<file path="src/duc_pkg.sv">
// Shared constants, types and field layouts of the dual serial channel control block.
package duc_pkg;

    // ------------------------------------------------------------------
    // Register addressing
    // ------------------------------------------------------------------
    localparam logic [2:0] REG_MODE  = 3'h0;
    localparam logic [2:0] REG_STAT  = 3'h1;
    localparam logic [2:0] REG_CMD   = 3'h2;
    localparam logic [2:0] REG_HOLD  = 3'h3;
    localparam logic [1:0] ADR_GLOB  = 2'h3;
    localparam logic [3:0] ADR_OUTPUT_PIN_CONFIGURATION  = 4'hD;
    localparam logic [3:0] ADR_OPSET = 4'hE;
    localparam logic [3:0] ADR_OPCLR = 4'hF;

    // ------------------------------------------------------------------
    // Command codes, bit positions and reset values
    // ------------------------------------------------------------------
    localparam logic [2:0] CMD_PTR   = 3'h1;
    localparam logic [2:0] CMD_RXRST = 3'h2;
    localparam logic [2:0] CMD_TXRST = 3'h3;
    localparam logic [2:0] CMD_ERRST = 3'h4;
    localparam int         CMD_RXEN  = 0;
    localparam int         CMD_RXDIS = 1;
    localparam int         CMD_TXEN  = 2;
    localparam int         CMD_TXDIS = 3;
    localparam logic [7:0] MR_RST    = 8'h00;
    localparam logic [7:0] BAUD_RST  = 8'h00;
    localparam logic [7:0] OUTPUT_PIN_CONFIGURATION_RST  = 8'h00;
    localparam logic [7:0] OPR_RST   = 8'h00;
    localparam logic [7:0] RD_NONE   = 8'h00;
    localparam int         FIFO_DEPTH = 8;
    localparam int         AUX_RXA1  = 0;
    localparam int         AUX_TXA1  = 1;
    localparam int         AUX_TXA16 = 2;
    localparam int         AUX_RXB1  = 3;
    localparam int         AUX_TXB1  = 4;
    localparam int         AUX_CT    = 5;

    // Stop length in sixteenths of a bit period.
    localparam logic [5:0] STOP_LO   = 6'h09;
    localparam logic [5:0] STOP_HI   = 6'h11;
    localparam logic [5:0] STOP_HALF = 6'h08;

    // ------------------------------------------------------------------
    // Types
    // ------------------------------------------------------------------
    typedef enum logic [1:0] {
        PAR_WITH  = 2'h0,
        PAR_FORCE = 2'h1,
        PAR_NONE  = 2'h2,
        PAR_MDROP = 2'h3
    } duc_par_t;

    typedef enum logic [1:0] {
        CHM_NORMAL = 2'h0,
        CHM_ECHO   = 2'h1,
        CHM_LOCAL  = 2'h2,
        CHM_REMOTE = 2'h3
    } duc_chm_t;

    typedef struct packed {
        logic       flow;
        logic       int_full;
        logic       block;
        duc_par_t   par;
        logic       odd;
        logic [1:0] bits;
        duc_chm_t   chm;
        logic [5:0] stop16;
    } duc_mode_t;

    typedef struct packed {
        logic       brk;
        logic       fe;
        logic       pe;
        logic [7:0] data;
    } duc_entry_t;

    typedef struct packed {
        logic       cs_n;
        logic       rd_n;
        logic       wr_n;
        logic [3:0] adr;
        logic [7:0] data;
        logic [5:0] aux;
    } duc_pins_t;

endpackage

</file>
<file path="src/duc_top.sv">
// Receive buffer and control, status and output port logic of the dual serial channel block.

// ----------------------------------------------------------------------
// Receive buffer
// ----------------------------------------------------------------------
module duc_fifo
    import duc_pkg::*;
#(
    parameter int W = 11,
    parameter int D = 8
) (
    input  wire logic         clk_i,
    input  wire logic         nrst_i,
    input  wire logic         flush_i,
    input  wire logic         in_valid_i,
    input  wire logic [W-1:0] in_data_i,
    output logic              in_ready_o,
    output logic              out_valid_o,
    output logic [W-1:0]      out_data_o,
    input  wire logic         out_ready_i
);
    localparam int AW = $clog2(D);

    logic [W-1:0]  mem [D];
    logic [AW-1:0] wr_ff;
    logic [AW-1:0] rd_ff;
    logic [AW:0]   cnt_ff;
    logic [AW:0]   nxt_cnt;
    logic          push;
    logic          pop;

    assign push       = in_valid_i & in_ready_o;
    assign pop        = out_ready_i & out_valid_o;
    assign out_data_o = mem[rd_ff];

    always_comb begin
        nxt_cnt = cnt_ff + {{AW{1'b0}}, push} - {{AW{1'b0}}, pop};
        if (flush_i) begin
            nxt_cnt = '0;
        end
    end

    always_ff @(posedge clk_i) begin
        if (push) begin
            mem[wr_ff] <= in_data_i;
        end
    end

    always_ff @(posedge clk_i or negedge nrst_i) begin
        if (!nrst_i) begin
            wr_ff       <= '0;
            rd_ff       <= '0;
            cnt_ff      <= '0;
            in_ready_o  <= 1'b0;
            out_valid_o <= 1'b0;
        end else begin
            wr_ff       <= flush_i ? rd_ff : wr_ff + AW'(push);
            rd_ff       <= flush_i ? rd_ff : rd_ff + AW'(pop);
            cnt_ff      <= nxt_cnt;
            in_ready_o  <= nxt_cnt != (AW+1)'(D);
            out_valid_o <= nxt_cnt != '0;
        end
    end
endmodule

// ----------------------------------------------------------------------
// Control block
// ----------------------------------------------------------------------
module duc_top
    import duc_pkg::*;
(
    input  wire logic             clk_i,
    input  wire logic             nrst_i,
    input  wire logic             cs_n_i,
    input  wire logic             rd_n_i,
    input  wire logic             wr_n_i,
    input  wire logic [3:0]       adr_i,
    input  wire logic [7:0]       d_i,
    input  wire logic [5:0]       aux_clk_i,
    input  wire logic [1:0]       rx_valid_i,
    input  wire duc_entry_t [1:0] rx_entry_i,
    input  wire logic [1:0]       rx_start_i,
    input  wire logic [1:0]       tx_take_i,
    input  wire logic [1:0]       tx_idle_i,
    output logic [7:0]            d_o,
    output logic                  d_oe_o,
    output logic [7:0]            op_o,
    output duc_mode_t [1:0]       mode_o,
    output logic [1:0]            rx_en_o,
    output logic [1:0]            tx_en_o,
    output logic [1:0]            rx_ready_o,
    output logic [1:0]            tx_valid_o,
    output logic [1:0][7:0]       tx_data_o,
    output logic [1:0][7:0]       baud_sel_o
);
    // Decodes both mode registers into the channel's working settings.
    function automatic duc_mode_t decode(input logic [7:0] m1, input logic [7:0] m2);
        duc_mode_t r;
        r.flow     = m1[7];
        r.int_full = m1[6];
        r.block    = m1[5];
        r.par      = duc_par_t'(m1[4:3]);
        r.odd      = m1[2];
        r.bits     = m1[1:0];
        r.chm      = duc_chm_t'(m2[7:6]);
        r.stop16   = m2[3] ? STOP_HI + {2'h0, m2[3:0]} : STOP_LO + {2'h0, m2[3:0]};
        if (!m2[3] && m1[1:0] == 2'h0) begin
            r.stop16 = r.stop16 + STOP_HALF;
        end
        return r;
    endfunction

    // ------------------------------------------------------------------
    // Pin synchronisers and access detection
    // ------------------------------------------------------------------
    duc_pins_t s1_ff;
    duc_pins_t s2_ff;
    logic      rd_q_ff;
    logic      wr_q_ff;
    logic      rd_act;
    logic      wr_act;
    logic      rd_go;
    logic      wr_go;
    logic      glob;
    logic [2:0] reg_a;
    logic [1:0] sel;

    always_ff @(posedge clk_i or negedge nrst_i) begin
        if (!nrst_i) begin
            s1_ff   <= '{cs_n: 1'b1, rd_n: 1'b1, wr_n: 1'b1, default: '0};
            s2_ff   <= '{cs_n: 1'b1, rd_n: 1'b1, wr_n: 1'b1, default: '0};
            rd_q_ff <= 1'b0;
            wr_q_ff <= 1'b0;
        end else begin
            s1_ff   <= '{cs_n_i, rd_n_i, wr_n_i, adr_i, d_i, aux_clk_i};
            s2_ff   <= s1_ff;
            rd_q_ff <= rd_act;
            wr_q_ff <= wr_act;
        end
    end

    assign rd_act = !s2_ff.cs_n && !s2_ff.rd_n;
    assign wr_act = !s2_ff.cs_n && !s2_ff.wr_n;
    assign rd_go  = rd_act && !rd_q_ff;
    assign wr_go  = wr_act && !wr_q_ff;
    assign glob   = s2_ff.adr[3:2] == ADR_GLOB;
    assign reg_a  = s2_ff.adr[2:0];
    assign sel    = glob ? 2'h0 : (s2_ff.adr[3] ? 2'h2 : 2'h1);

    // ------------------------------------------------------------------
    // Per-channel registers
    // ------------------------------------------------------------------
    logic [1:0][7:0] mr1_ff;
    logic [1:0][7:0] mr2_ff;
    logic [1:0]      ptr_ff;
    logic [1:0]      rx_en_ff;
    logic [1:0]      tx_en_ff;
    logic [1:0]      thr_full_ff;
    logic [1:0]      ovr_ff;
    logic [1:0]      mask_ff;
    logic [1:0][2:0] acc_ff;
    logic [1:0]      rts_neg_ff;
    logic [1:0]      cmd_go;
    logic [1:0]      hold_wr;
    logic [1:0]      pop;
    logic [1:0]      flush;
    logic [1:0]      head_ok;
    logic [1:0]      fifo_out_v;
    duc_entry_t [1:0] head;
    logic [1:0][7:0] stat;
    logic [2:0]      cmd;

    // Bit 7 of the command is unused and left out of the code.
    assign cmd = s2_ff.data[6:4];

    for (genvar c = 0; c < 2; c++) begin : g_ch
        assign cmd_go[c]  = wr_go && sel[c] && reg_a == REG_CMD;
        assign hold_wr[c] = wr_go && sel[c] && reg_a == REG_HOLD;
        assign pop[c]     = rd_go && sel[c] && reg_a == REG_HOLD && fifo_out_v[c];
        assign flush[c]   = cmd_go[c] && cmd == CMD_RXRST;
        assign head_ok[c] = fifo_out_v[c] && !mask_ff[c];

        duc_fifo #(
            .W ($bits(duc_entry_t)),
            .D (FIFO_DEPTH)
        ) u_fifo (
            .clk_i       (clk_i),
            .nrst_i      (nrst_i),
            .flush_i     (flush[c]),
            .in_valid_i  (rx_valid_i[c] && rx_en_ff[c]),
            .in_data_i   (rx_entry_i[c]),
            .in_ready_o  (rx_ready_o[c]),
            .out_valid_o (fifo_out_v[c]),
            .out_data_o  (head[c]),
            .out_ready_i (pop[c])
        );

        always_comb begin
            stat[c][7:5] = mode_o[c].block ? acc_ff[c]
                         : (head_ok[c] ? {head[c].brk, head[c].fe, head[c].pe} : 3'h0);
            stat[c][4]   = ovr_ff[c];
            stat[c][3]   = tx_en_ff[c] && !thr_full_ff[c] && tx_idle_i[c]
                           && mode_o[c].chm != CHM_ECHO;
            stat[c][2]   = tx_en_ff[c] && !thr_full_ff[c] && mode_o[c].chm != CHM_ECHO;
            stat[c][1]   = !rx_ready_o[c];
            stat[c][0]   = fifo_out_v[c];
        end
    end

    // Mode registers, baud select and the mode pointer.
    always_ff @(posedge clk_i or negedge nrst_i) begin
        if (!nrst_i) begin
            mr1_ff     <= {2{MR_RST}};
            mr2_ff     <= {2{MR_RST}};
            ptr_ff     <= 2'h0;
            baud_sel_o <= {2{BAUD_RST}};
            mode_o     <= '0;
        end else begin
            for (int c = 0; c < 2; c++) begin
                if (wr_go && sel[c] && reg_a == REG_MODE) begin
                    if (ptr_ff[c]) begin
                        mr2_ff[c] <= s2_ff.data;
                    end else begin
                        mr1_ff[c] <= s2_ff.data;
                    end
                end
                if (cmd_go[c] && cmd == CMD_PTR) begin
                    ptr_ff[c] <= 1'b0;
                end else if ((rd_go || wr_go) && sel[c] && reg_a == REG_MODE) begin
                    ptr_ff[c] <= 1'b1;
                end
                if (wr_go && sel[c] && reg_a == REG_STAT) begin
                    baud_sel_o[c] <= s2_ff.data;
                end
                mode_o[c] <= decode(mr1_ff[c], mr2_ff[c]);
            end
        end
    end

    // Enables, transmit holding register and receiver error state.
    always_ff @(posedge clk_i or negedge nrst_i) begin
        if (!nrst_i) begin
            rx_en_ff    <= 2'h0;
            tx_en_ff    <= 2'h0;
            thr_full_ff <= 2'h0;
            tx_valid_o  <= 2'h0;
            tx_data_o   <= '0;
            ovr_ff      <= 2'h0;
            mask_ff     <= 2'h0;
            acc_ff      <= '0;
            rts_neg_ff  <= 2'h0;
        end else begin
            for (int c = 0; c < 2; c++) begin
                if (flush[c] || (cmd_go[c] && s2_ff.data[CMD_RXDIS])) begin
                    rx_en_ff[c] <= 1'b0;
                end else if (cmd_go[c] && s2_ff.data[CMD_RXEN]) begin
                    rx_en_ff[c] <= 1'b1;
                end
                if ((cmd_go[c] && cmd == CMD_TXRST) || (cmd_go[c] && s2_ff.data[CMD_TXDIS])) begin
                    tx_en_ff[c] <= 1'b0;
                end else if (cmd_go[c] && s2_ff.data[CMD_TXEN]) begin
                    tx_en_ff[c] <= 1'b1;
                end
                // A load is only taken while the transmitter is enabled.
                tx_valid_o[c] <= hold_wr[c] && tx_en_ff[c];
                if (hold_wr[c] && tx_en_ff[c]) begin
                    tx_data_o[c]   <= s2_ff.data;
                    thr_full_ff[c] <= 1'b1;
                end else if (tx_take_i[c] || (cmd_go[c] && cmd == CMD_TXRST)) begin
                    thr_full_ff[c] <= 1'b0;
                end
                // A new overrun wins over a clear in the same cycle.
                if (rx_valid_i[c] && rx_en_ff[c] && !rx_ready_o[c]) begin
                    ovr_ff[c] <= 1'b1;
                end else if (cmd_go[c] && (cmd == CMD_ERRST || cmd == CMD_RXRST)) begin
                    ovr_ff[c] <= 1'b0;
                end
                if (cmd_go[c] && cmd == CMD_ERRST) begin
                    mask_ff[c] <= 1'b1;
                end else if (pop[c] || flush[c]) begin
                    mask_ff[c] <= 1'b0;
                end
                if (cmd_go[c] && (cmd == CMD_ERRST || cmd == CMD_RXRST)) begin
                    acc_ff[c] <= 3'h0;
                end else if (mode_o[c].block && head_ok[c]) begin
                    acc_ff[c] <= acc_ff[c] | {head[c].brk, head[c].fe, head[c].pe};
                end
                if (rx_start_i[c] && mode_o[c].flow && !rx_ready_o[c]) begin
                    rts_neg_ff[c] <= 1'b1;
                end else if (rx_ready_o[c]) begin
                    rts_neg_ff[c] <= 1'b0;
                end
            end
        end
    end

    assign rx_en_o = rx_en_ff;
    assign tx_en_o = tx_en_ff;

    // ------------------------------------------------------------------
    // Output port and read data
    // ------------------------------------------------------------------
    logic [7:0] output_pin_configuration_ff;
    logic [7:0] opr_ff;
    logic [7:0] nxt_op;
    logic [7:0] rd_val;
    logic [1:0] rx_int;

    always_ff @(posedge clk_i or negedge nrst_i) begin
        if (!nrst_i) begin
            output_pin_configuration_ff <= OUTPUT_PIN_CONFIGURATION_RST;
            opr_ff  <= OPR_RST;
        end else if (wr_go) begin
            case (s2_ff.adr)
                ADR_OUTPUT_PIN_CONFIGURATION:  output_pin_configuration_ff <= s2_ff.data;
                ADR_OPSET: opr_ff  <= opr_ff | s2_ff.data;
                ADR_OPCLR: opr_ff  <= opr_ff & ~s2_ff.data;
                default:   opr_ff  <= opr_ff;
            endcase
        end
    end

    assign rx_int[0] = mode_o[0].int_full ? stat[0][1] : stat[0][0];
    assign rx_int[1] = mode_o[1].int_full ? stat[1][1] : stat[1][0];

    always_comb begin
        // Pins are active low: a true status pulls low, and so does a set latch bit except on pins 0 and 1 while rts_neg_ff is set.
        nxt_op    = ~opr_ff;
        nxt_op[0] = ~(opr_ff[0] && !rts_neg_ff[0]);
        nxt_op[1] = ~(opr_ff[1] && !rts_neg_ff[1]);
        case (output_pin_configuration_ff[1:0])
            2'h1:    nxt_op[2] = s2_ff.aux[AUX_TXA16];
            2'h2:    nxt_op[2] = s2_ff.aux[AUX_TXA1];
            2'h3:    nxt_op[2] = s2_ff.aux[AUX_RXA1];
            default: nxt_op[2] = ~opr_ff[2];
        endcase
        case (output_pin_configuration_ff[3:2])
            2'h1:    nxt_op[3] = s2_ff.aux[AUX_CT];
            2'h2:    nxt_op[3] = s2_ff.aux[AUX_TXB1];
            2'h3:    nxt_op[3] = s2_ff.aux[AUX_RXB1];
            default: nxt_op[3] = ~opr_ff[3];
        endcase
        if (output_pin_configuration_ff[4]) nxt_op[4] = ~rx_int[0];
        if (output_pin_configuration_ff[5]) nxt_op[5] = ~rx_int[1];
        if (output_pin_configuration_ff[6]) nxt_op[6] = ~stat[0][2];
        if (output_pin_configuration_ff[7]) nxt_op[7] = ~stat[1][2];
    end

    always_comb begin
        rd_val = RD_NONE;
        if (!glob) begin
            case (reg_a)
                REG_MODE: rd_val = ptr_ff[sel[1]] ? mr2_ff[sel[1]] : mr1_ff[sel[1]];
                REG_STAT: rd_val = stat[sel[1]];
                REG_HOLD: rd_val = head[sel[1]].data;
                default:  rd_val = RD_NONE;
            endcase
        end
    end

    always_ff @(posedge clk_i or negedge nrst_i) begin
        if (!nrst_i) begin
            op_o   <= 8'hFF;
            d_o    <= RD_NONE;
            d_oe_o <= 1'b0;
        end else begin
            op_o   <= nxt_op;
            d_oe_o <= rd_act;
            if (rd_go) begin
                d_o <= rd_val;
            end
        end
    end
endmodule

</file>
<file path="config.mk">
export PLATFORM = sky130hd
export DESIGN_NAME = duc_top
export DESIGN_NICKNAME = d
export VERILOG_FILES = /design/src/duc_pkg.sv /design/src/duc_top.sv
export SDC_FILE = /design/constraint.sdc
export NUM_CORES = 1
export LEC_CHECK = 0
export BUFFER_PORTS_ARGS = -buffer_cell sky130_fd_sc_hd__clkbuf_2
export CORE_MARGIN = 2
export CORE_UTILIZATION = 35
export DETAILED_ROUTE_END_ITERATION = 8
export SLEW_MARGIN = 20
export SYNTH_ARGS = -nofsm -noshare
export SYNTH_HDL_FRONTEND = slang
export SYNTH_HIERARCHICAL = 1
export SYNTH_SLANG_ARGS = --single-unit
</file>
<file path="constraint.sdc">
create_clock -name clk_i -period 4.05 [get_ports clk_i]
set_clock_uncertainty 0.2 [all_clocks]
set_input_delay 0.81 -clock clk_i [delete_from_list [all_inputs] [get_ports clk_i]]
set_output_delay 0.81 -clock clk_i [all_outputs]
set_load 0.05 [all_outputs]
</file>
# [Yosys cells after proc, flatten, opt, wreduce, memory -nomap -nowiden]
# Memories as Yosys holds them, arrays and structs flattened.
# Cells that the tools add are included.
[totals] register_bits=218 mem_bits_rw=176 input_bits=53 word_cells=320 n_memories=2
[mem_list] name="g_ch[0].u_fifo.mem" words=8 word_bits=11 rd=1 rd_clocked_by_memory_dff=0 write_ports=1 line="duc_top.sv:24" text="logic [W-1:0] mem [D];"
[mem_list] name="g_ch[1].u_fifo.mem" words=8 word_bits=11 rd=1 rd_clocked_by_memory_dff=0 write_ports=1 line="duc_top.sv:24"
[op_classes] addsub=14 order_cmp=1 eq_ne=21 mux=72 bitwise=20 n_reduce_logical=121
[op_table] op="$mux 8" count=10
[op_table] op="$logic_and 1x1->1" count=68
[op_table] op="$mux 1" count=40
[op_table] op="$reduce_bool 2->1" count=17
[op_table] op="$mux 3" count=10
[op_table] op="$mux 6" count=4
[op_table] op="$pmux 8 s3" count=1
[op_table] op="$not 8->8" count=2
[op_table] op="$pmux 8 s2" count=1
[op_table] op="$logic_not 1->1" count=15
[op_table] op="$add 3x1->3" count=4
[op_table] op="$add 5x4->6 const A" count=2
[op_table] op="$add 6x4->6 const B" count=2
[op_table] op="$eq 3x2->1 const B" count=4
[op_table] op="$eq 4x4->1 const B" count=3
[op_table] op="$reduce_and 2->1" count=6
[op_table] op="$add 4x4->5 const A" count=2
[op_table] op="$eq 2x2->1 const B" count=5
[op_table] op="$logic_or 1x1->1" count=10
[op_table] op="$not 1->1" count=10
[op_table] op="$add 4x1->4" count=2
[op_table] op="$and 8x8->8" count=1
[op_table] op="$mux 4" count=2
[op_table] op="$ne 4x4->1 const B" count=2
[op_table] op="other kinds (14)" count=26

# [Logic depth before layout (Yosys ltp)]
[depth] depth_word=10 depth_mapped=13 mapped_depth_nobuf=11

# [Hierarchy]
# The synthesis kept the hierarchy.
[by_module_without_submodules] module="duc_fifo" instances=2 cells_per_inst=196 area_each_um2=4041.4
[by_module_without_submodules] module="duc_top" instances=1 cells_per_inst=540 area_each_um2=7567.3

# [Least setup slack after synthesis]
# OpenSTA, ideal clock, no wires.
[synth_path] path_type="reg2reg" from="register d_oe_o (netlist name)" to="register g_ch[1].u_fifo.in_ready_o" setup_ps=119 arrival_time_ps=2670 setup_slack_ps=1061 stages_incl_launch_ff=11 synth_period_minus_slack_ps=2989 path_cell_list="dfrtp_1 or4_4 nor3_2 nand2_1 nand3_1 nand2_1 ha_1 fa_1 xnor2_1 a21o_1 a21bo_2"
[synth_rtl] element="end signal: assignment" line="duc_top.sv:60" text="in_ready_o <= nxt_cnt != (AW+1)'(D);"
[synth_rtl] element="end: declaration" line="duc_top.sv:17" text="output logic in_ready_o,"

# [Final worst setup path]
[layout_path] from="register s2_ff, in the netlist reg_a[2]" to="register g_ch[1].u_fifo.in_ready_o"
[layout_via] elab_chain_cells=9 elab_cells_between_ends=14 classes_between="1 x add/sub; 4 x eq/ne; 2 x mux; 1 x bitwise; 6 x reduce/logical"
[layout_rtl] element="start: declaration" line="duc_top.sv:117" text="duc_pins_t s2_ff;"
[layout_rtl] element="start signal: assignment" line="duc_top.sv:131" text="s2_ff <= '{cs_n: 1'b1, rd_n: 1'b1, wr_n: 1'b1, default: '0};"
[layout_rtl] element="start signal: assignment" line="duc_top.sv:136" text="s2_ff <= s1_ff;"
[layout_rtl] element="$eq 2x2->1" line="duc_top.sv:146" text="assign glob = s2_ff.adr[3:2] == ADR_GLOB;"
[layout_rtl] element="$mux 2" line="duc_top.sv:148" text="assign sel = glob ? 2'h0 : (s2_ff.adr[3] ? 2'h2 : 2'h1);"
[layout_rtl] element="$logic_and 1x1->1" line="duc_top.sv:179" text="assign pop[c] = rd_go && sel[c] && reg_a == REG_HOLD && fifo_out_v[c];"
[layout_rtl] element="$logic_and 1x1->1 * (2 in a row)" line="duc_top.sv:179"
[layout_rtl] element="net pop[1]" line="duc_top.sv:165" text="logic [1:0] pop;"
[layout_rtl] element="$and 1x1->1 *" line="duc_top.sv:33" text="assign pop = out_ready_i & out_valid_o;"
[layout_rtl] element="$sub 4x1->4 *" line="duc_top.sv:37" text="nxt_cnt = cnt_ff + {{AW{1'b0}}, push} - {{AW{1'b0}}, pop};"
[layout_rtl] element="$mux 4 *" line="duc_top.sv:38" text="if (flush_i) begin"
[layout_rtl] element="$ne 4x4->1 *" line="duc_top.sv:60"
# Mark *: on every way through the listed nets, which the timed path passes. The rest lies on a longest branch.
# A chain may end at the register's enable or synchronous reset.

==> flow_metrics.py <==
metrics = {
    "global_route": {
        "grt_pass1_vias": 8810,
        "grt_overflow": 0,
        "antenna_found_initial": 0,
        "grt_first_pass_wirelength_mm": 54.0,
        "grt_usage_pct": 15.3,
        "grt_max_degree": 116,
    },
    "timing": {
        "worstMarginPinSlew_ns": 0.975,
        "max_freq_mhz": 307,
        "slew_violations": 0,
        "setup_viol": 0,
        "finalCritPeriodShare_pct": 80.4,
        "timing_hold_violations_final": 0,
        "fin_ws_ns": 0.795,
        "tns_ns": 0,
        "min_period_ns": 3.25,
        "relSlewSlack_pct": 34.8,
        "rsz0062_at_grt": "false",
    },
    "clock_tree": {
        "cts_root_buf": "clkbuf_16",
        "insertion_delay_ns": 0.58,
        "clkSinkCount": 394,
        "cts_resized": 0,
        "htree_levels": 2,
        "clk_pin_slew_ns": 0.06,
        "ctsHoldBuffers": 0,
        "cts_buffers": 44,
        "post-cts-setup-buffers": 0,
        "cts_buffer_depth": 3,
        "tritoncts": "built",
    },
    "logic_synthesis": {
        "synth-compound-area-share_pct": 3.63,
        "synth_cell_types": 60,
        "synth_top_cell_area_share_pct": 33.8,
        "synth_nets": 1003,
        "synthSimpleGateAreaFrac_pct": 5.90,
        "synthTopCellsByCount": "204 x dfrtp_1, 176 x edfxtp_1, 103 x mux2_2, 44 x nor2_1, 39 x nand2_1",
        "synth_flop_cell": "dfrtp_1",
        "synthAdderAreaFrac_pct": 1.54,
        "synth_xor_area_share_pct": 0.951,
        "synth_area_mm2": 0.0157,
        "synth_most_common_cell": "dfrtp_1",
        "yosysWarnings": 6,
        "synthArstFlopShare_pct": 55.3,
        "synth-edff-count": 176,
        "postSynthCellCount": 932,
        "syn_avg_cell_area_um2": 16.8,
        "netlist.top_cell.by_area": "edfxtp_1",
        "synth_area_leaders": "edfxtp_1 34%, dfrtp_1 33%, mux2_2 7.4%, mux4_1 6.0%, dfstp_2 2.4%",
        "synthMuxAreaShare_pct": 16.9,
        "yosysSeqAreaShare_pct": 68.7,
        "ys_ff_latch": 394,
        "synth_top_family_by_area": "multiplexers",
    },
    "power": {
        "p_per_area_mw_per_mm2": 612,
        "ir_drop_v": 0.000431,
        "p_leak_nw": 7.75,
    },
    "outcome": {
        "run_status": "finished clean",
    },
    "worst_setup_path": {
        "reg2reg_slack_ns": 0.80,
        "worst-path-max-fanout": 12,
        "cp-start-kind": "register",
        "critPathArrivalTime_ns": 3.53,
        "path_class": "reg -> reg",
        "worst_ep_required_time_ns": 4.33,
        "end_kind": "register",
    },
    "place": {
        "hpwl_mm": 23.4,
        "gp_congestion": 0.778,
        "io_buffers": 141,
        "post-place-ws_ns": 0.814,
        "placedCellCount": 1651,
    },
    "routing": {
        "via_per_inst": 4.94,
        "drt-initial-drc-count": 649,
        "first_pass_iters": 5,
        "wl_mm": 34.9,
        "antenna_left": 0,
        "num_vias": 8563,
        "routedWlPerCell_um": 20.1,
        "drc": 0,
    },
    "flow_run": {
        "drv_cap": 0,
    },
    "floorplanning": {
        "die_y_um": 215,
        "start_util_pct": 35.4,
        "boundaryPins": 142,
        "rows": 77,
        "core_mm2": 0.0442,
        "die_w_um": 215,
        "dieArea_mm2": 0.0464,
    },
    "hold_path": {
        "hold_class": "in -> async",
    },
    "final_layout": {
        "instances_no_fill": 1733,
        "nets": 1176,
        "layout-drive-gt1-share_pct": 33.9,
        "n_antenna_cell": 0,
        "areaGrowthSynthToFinish_pct": 18.9,
    },
}
[through the flow]
stage	utilization [%]	power [W]	area, um2	hold slack [ns]
floorplan	-	0.00663	15700	0.131
global placement	38.5	0.00723	17000	0.132
detailed placement	38.5	0.00728	17000	0.135
CTS	42.1	0.0115	18600	0.0914
global route	42.1	0.0119	18600	0.102
finish	42.1	0.0114	18600	0.115
[registers in the layout (all words and copies together), names as in the netlist, 3 cells and up, named ones only]
register                     cells
reg_a                            3
s2_ff                           15
mode_o                          32
g_ch.u_fifo/cnt_ff               8
acc_ff                           6
op_o                             8
g_ch.u_fifo/mem                176
g_ch.u_fifo/rd_ff                6
mr1_ff                          16
g_ch.u_fifo/wr_ff                6
cmd                              3
output_pin_configuration_ff      8
s1_ff                           21
d_o                              8
baud_sel_o                      16
mr2_ff                          16
tx_data_o                       16
[cell usage in the layout (no fill, tap or decap), drive strengths merged, types with 15 or more instances in the layout]
| cell type | synthesis | final |
|---|---|---|
| inv | 22 | 26 |
| nand3 | 18 | 18 |
| mux2 | 105 | 105 |
| dfrtp | 204 | 204 |
| nand2b | 15 | 15 |
| a21oi | 35 | 35 |
| nand2 | 40 | 40 |
| mux2i | 29 | 29 |
| mux4 | 46 | 46 |
| ha | 16 | 16 |
| buf | 25 | 29 |
| edfxtp | 176 | 176 |
| clkbuf | 17 | 193 |
| nor2 | 46 | 46 |
[final cells by class]
| type | instances | area [um2] |
|---|---|---|
| flip-flops and latches | 394 | 10800 |
| repair buffers | 169 | 938 |
| well taps | 592 | 741 |
| fillers | 3955 | 25600 |
| inverters | 22 | 82.6 |
| clock inverters | 29 | 394 |
| clock buffers | 53 | 1160 |
| multi-input cells | 474 | 4520 |
[layer usage]
layer	vias to the layer above	track usage (%)	part of all wire [%]
met5	-	0	0
met4	0	5.08	2.4
met3	58	3.23	4.9
met2	199	24.6	47
met1	4430	20.9	45
li1	3876	-	-
[cells by family after synthesis]
group / count (synthesis)
and+or+nand+nor: 169
DFF: 394
muxes: 180
buffers and inverters: 64
AOI/OAI and AO/OA: 90
adders and majority gates: 18
xor gates and xnor gates: 17
[worst max-delay path, cell delays in order (launching register included)]
cell and delay [ns]:
dfrtp_1 0.52, or4_4 0.59, nor3_2 0.38, nand2_1 0.14, nand3_1 0.10, nand2_1 0.06
ha_1 0.21, fa_1 0.39, xnor2_1 0.20, a21o_1 0.15, a21bo_2 0.21
[worst paths after layout]
| check | end | startpoint | cells past startpoint |
|---|---|---|---|
| setup / recovery | g_ch[1].u_fifo/in_ready_o | reg_a[2] | 10 |
| hold / removal | s1_ff[7] | nrst_i | 1 |
| setup reg to reg | g_ch[1].u_fifo/in_ready_o | reg_a[2] | 10 |
| hold reg to reg | s2_ff[5] | s1_ff[5] | 0 |
| max in group asynchronous | op_o[5] | nrst_i | 2 |
| min in group clk_i | s1_ff[0] | aux_clk_i[0] | 1 |
[power breakdown]
part	internal (W)	leakage [nW]	switching [W]
clock	0.00254	0.754	0.00167
sequential	0.00461	4.31	0.000371
combinational	0.000907	2.68	0.00129
total	0.00806	7.75	0.00333
Power figures use the tool's default switching activity.
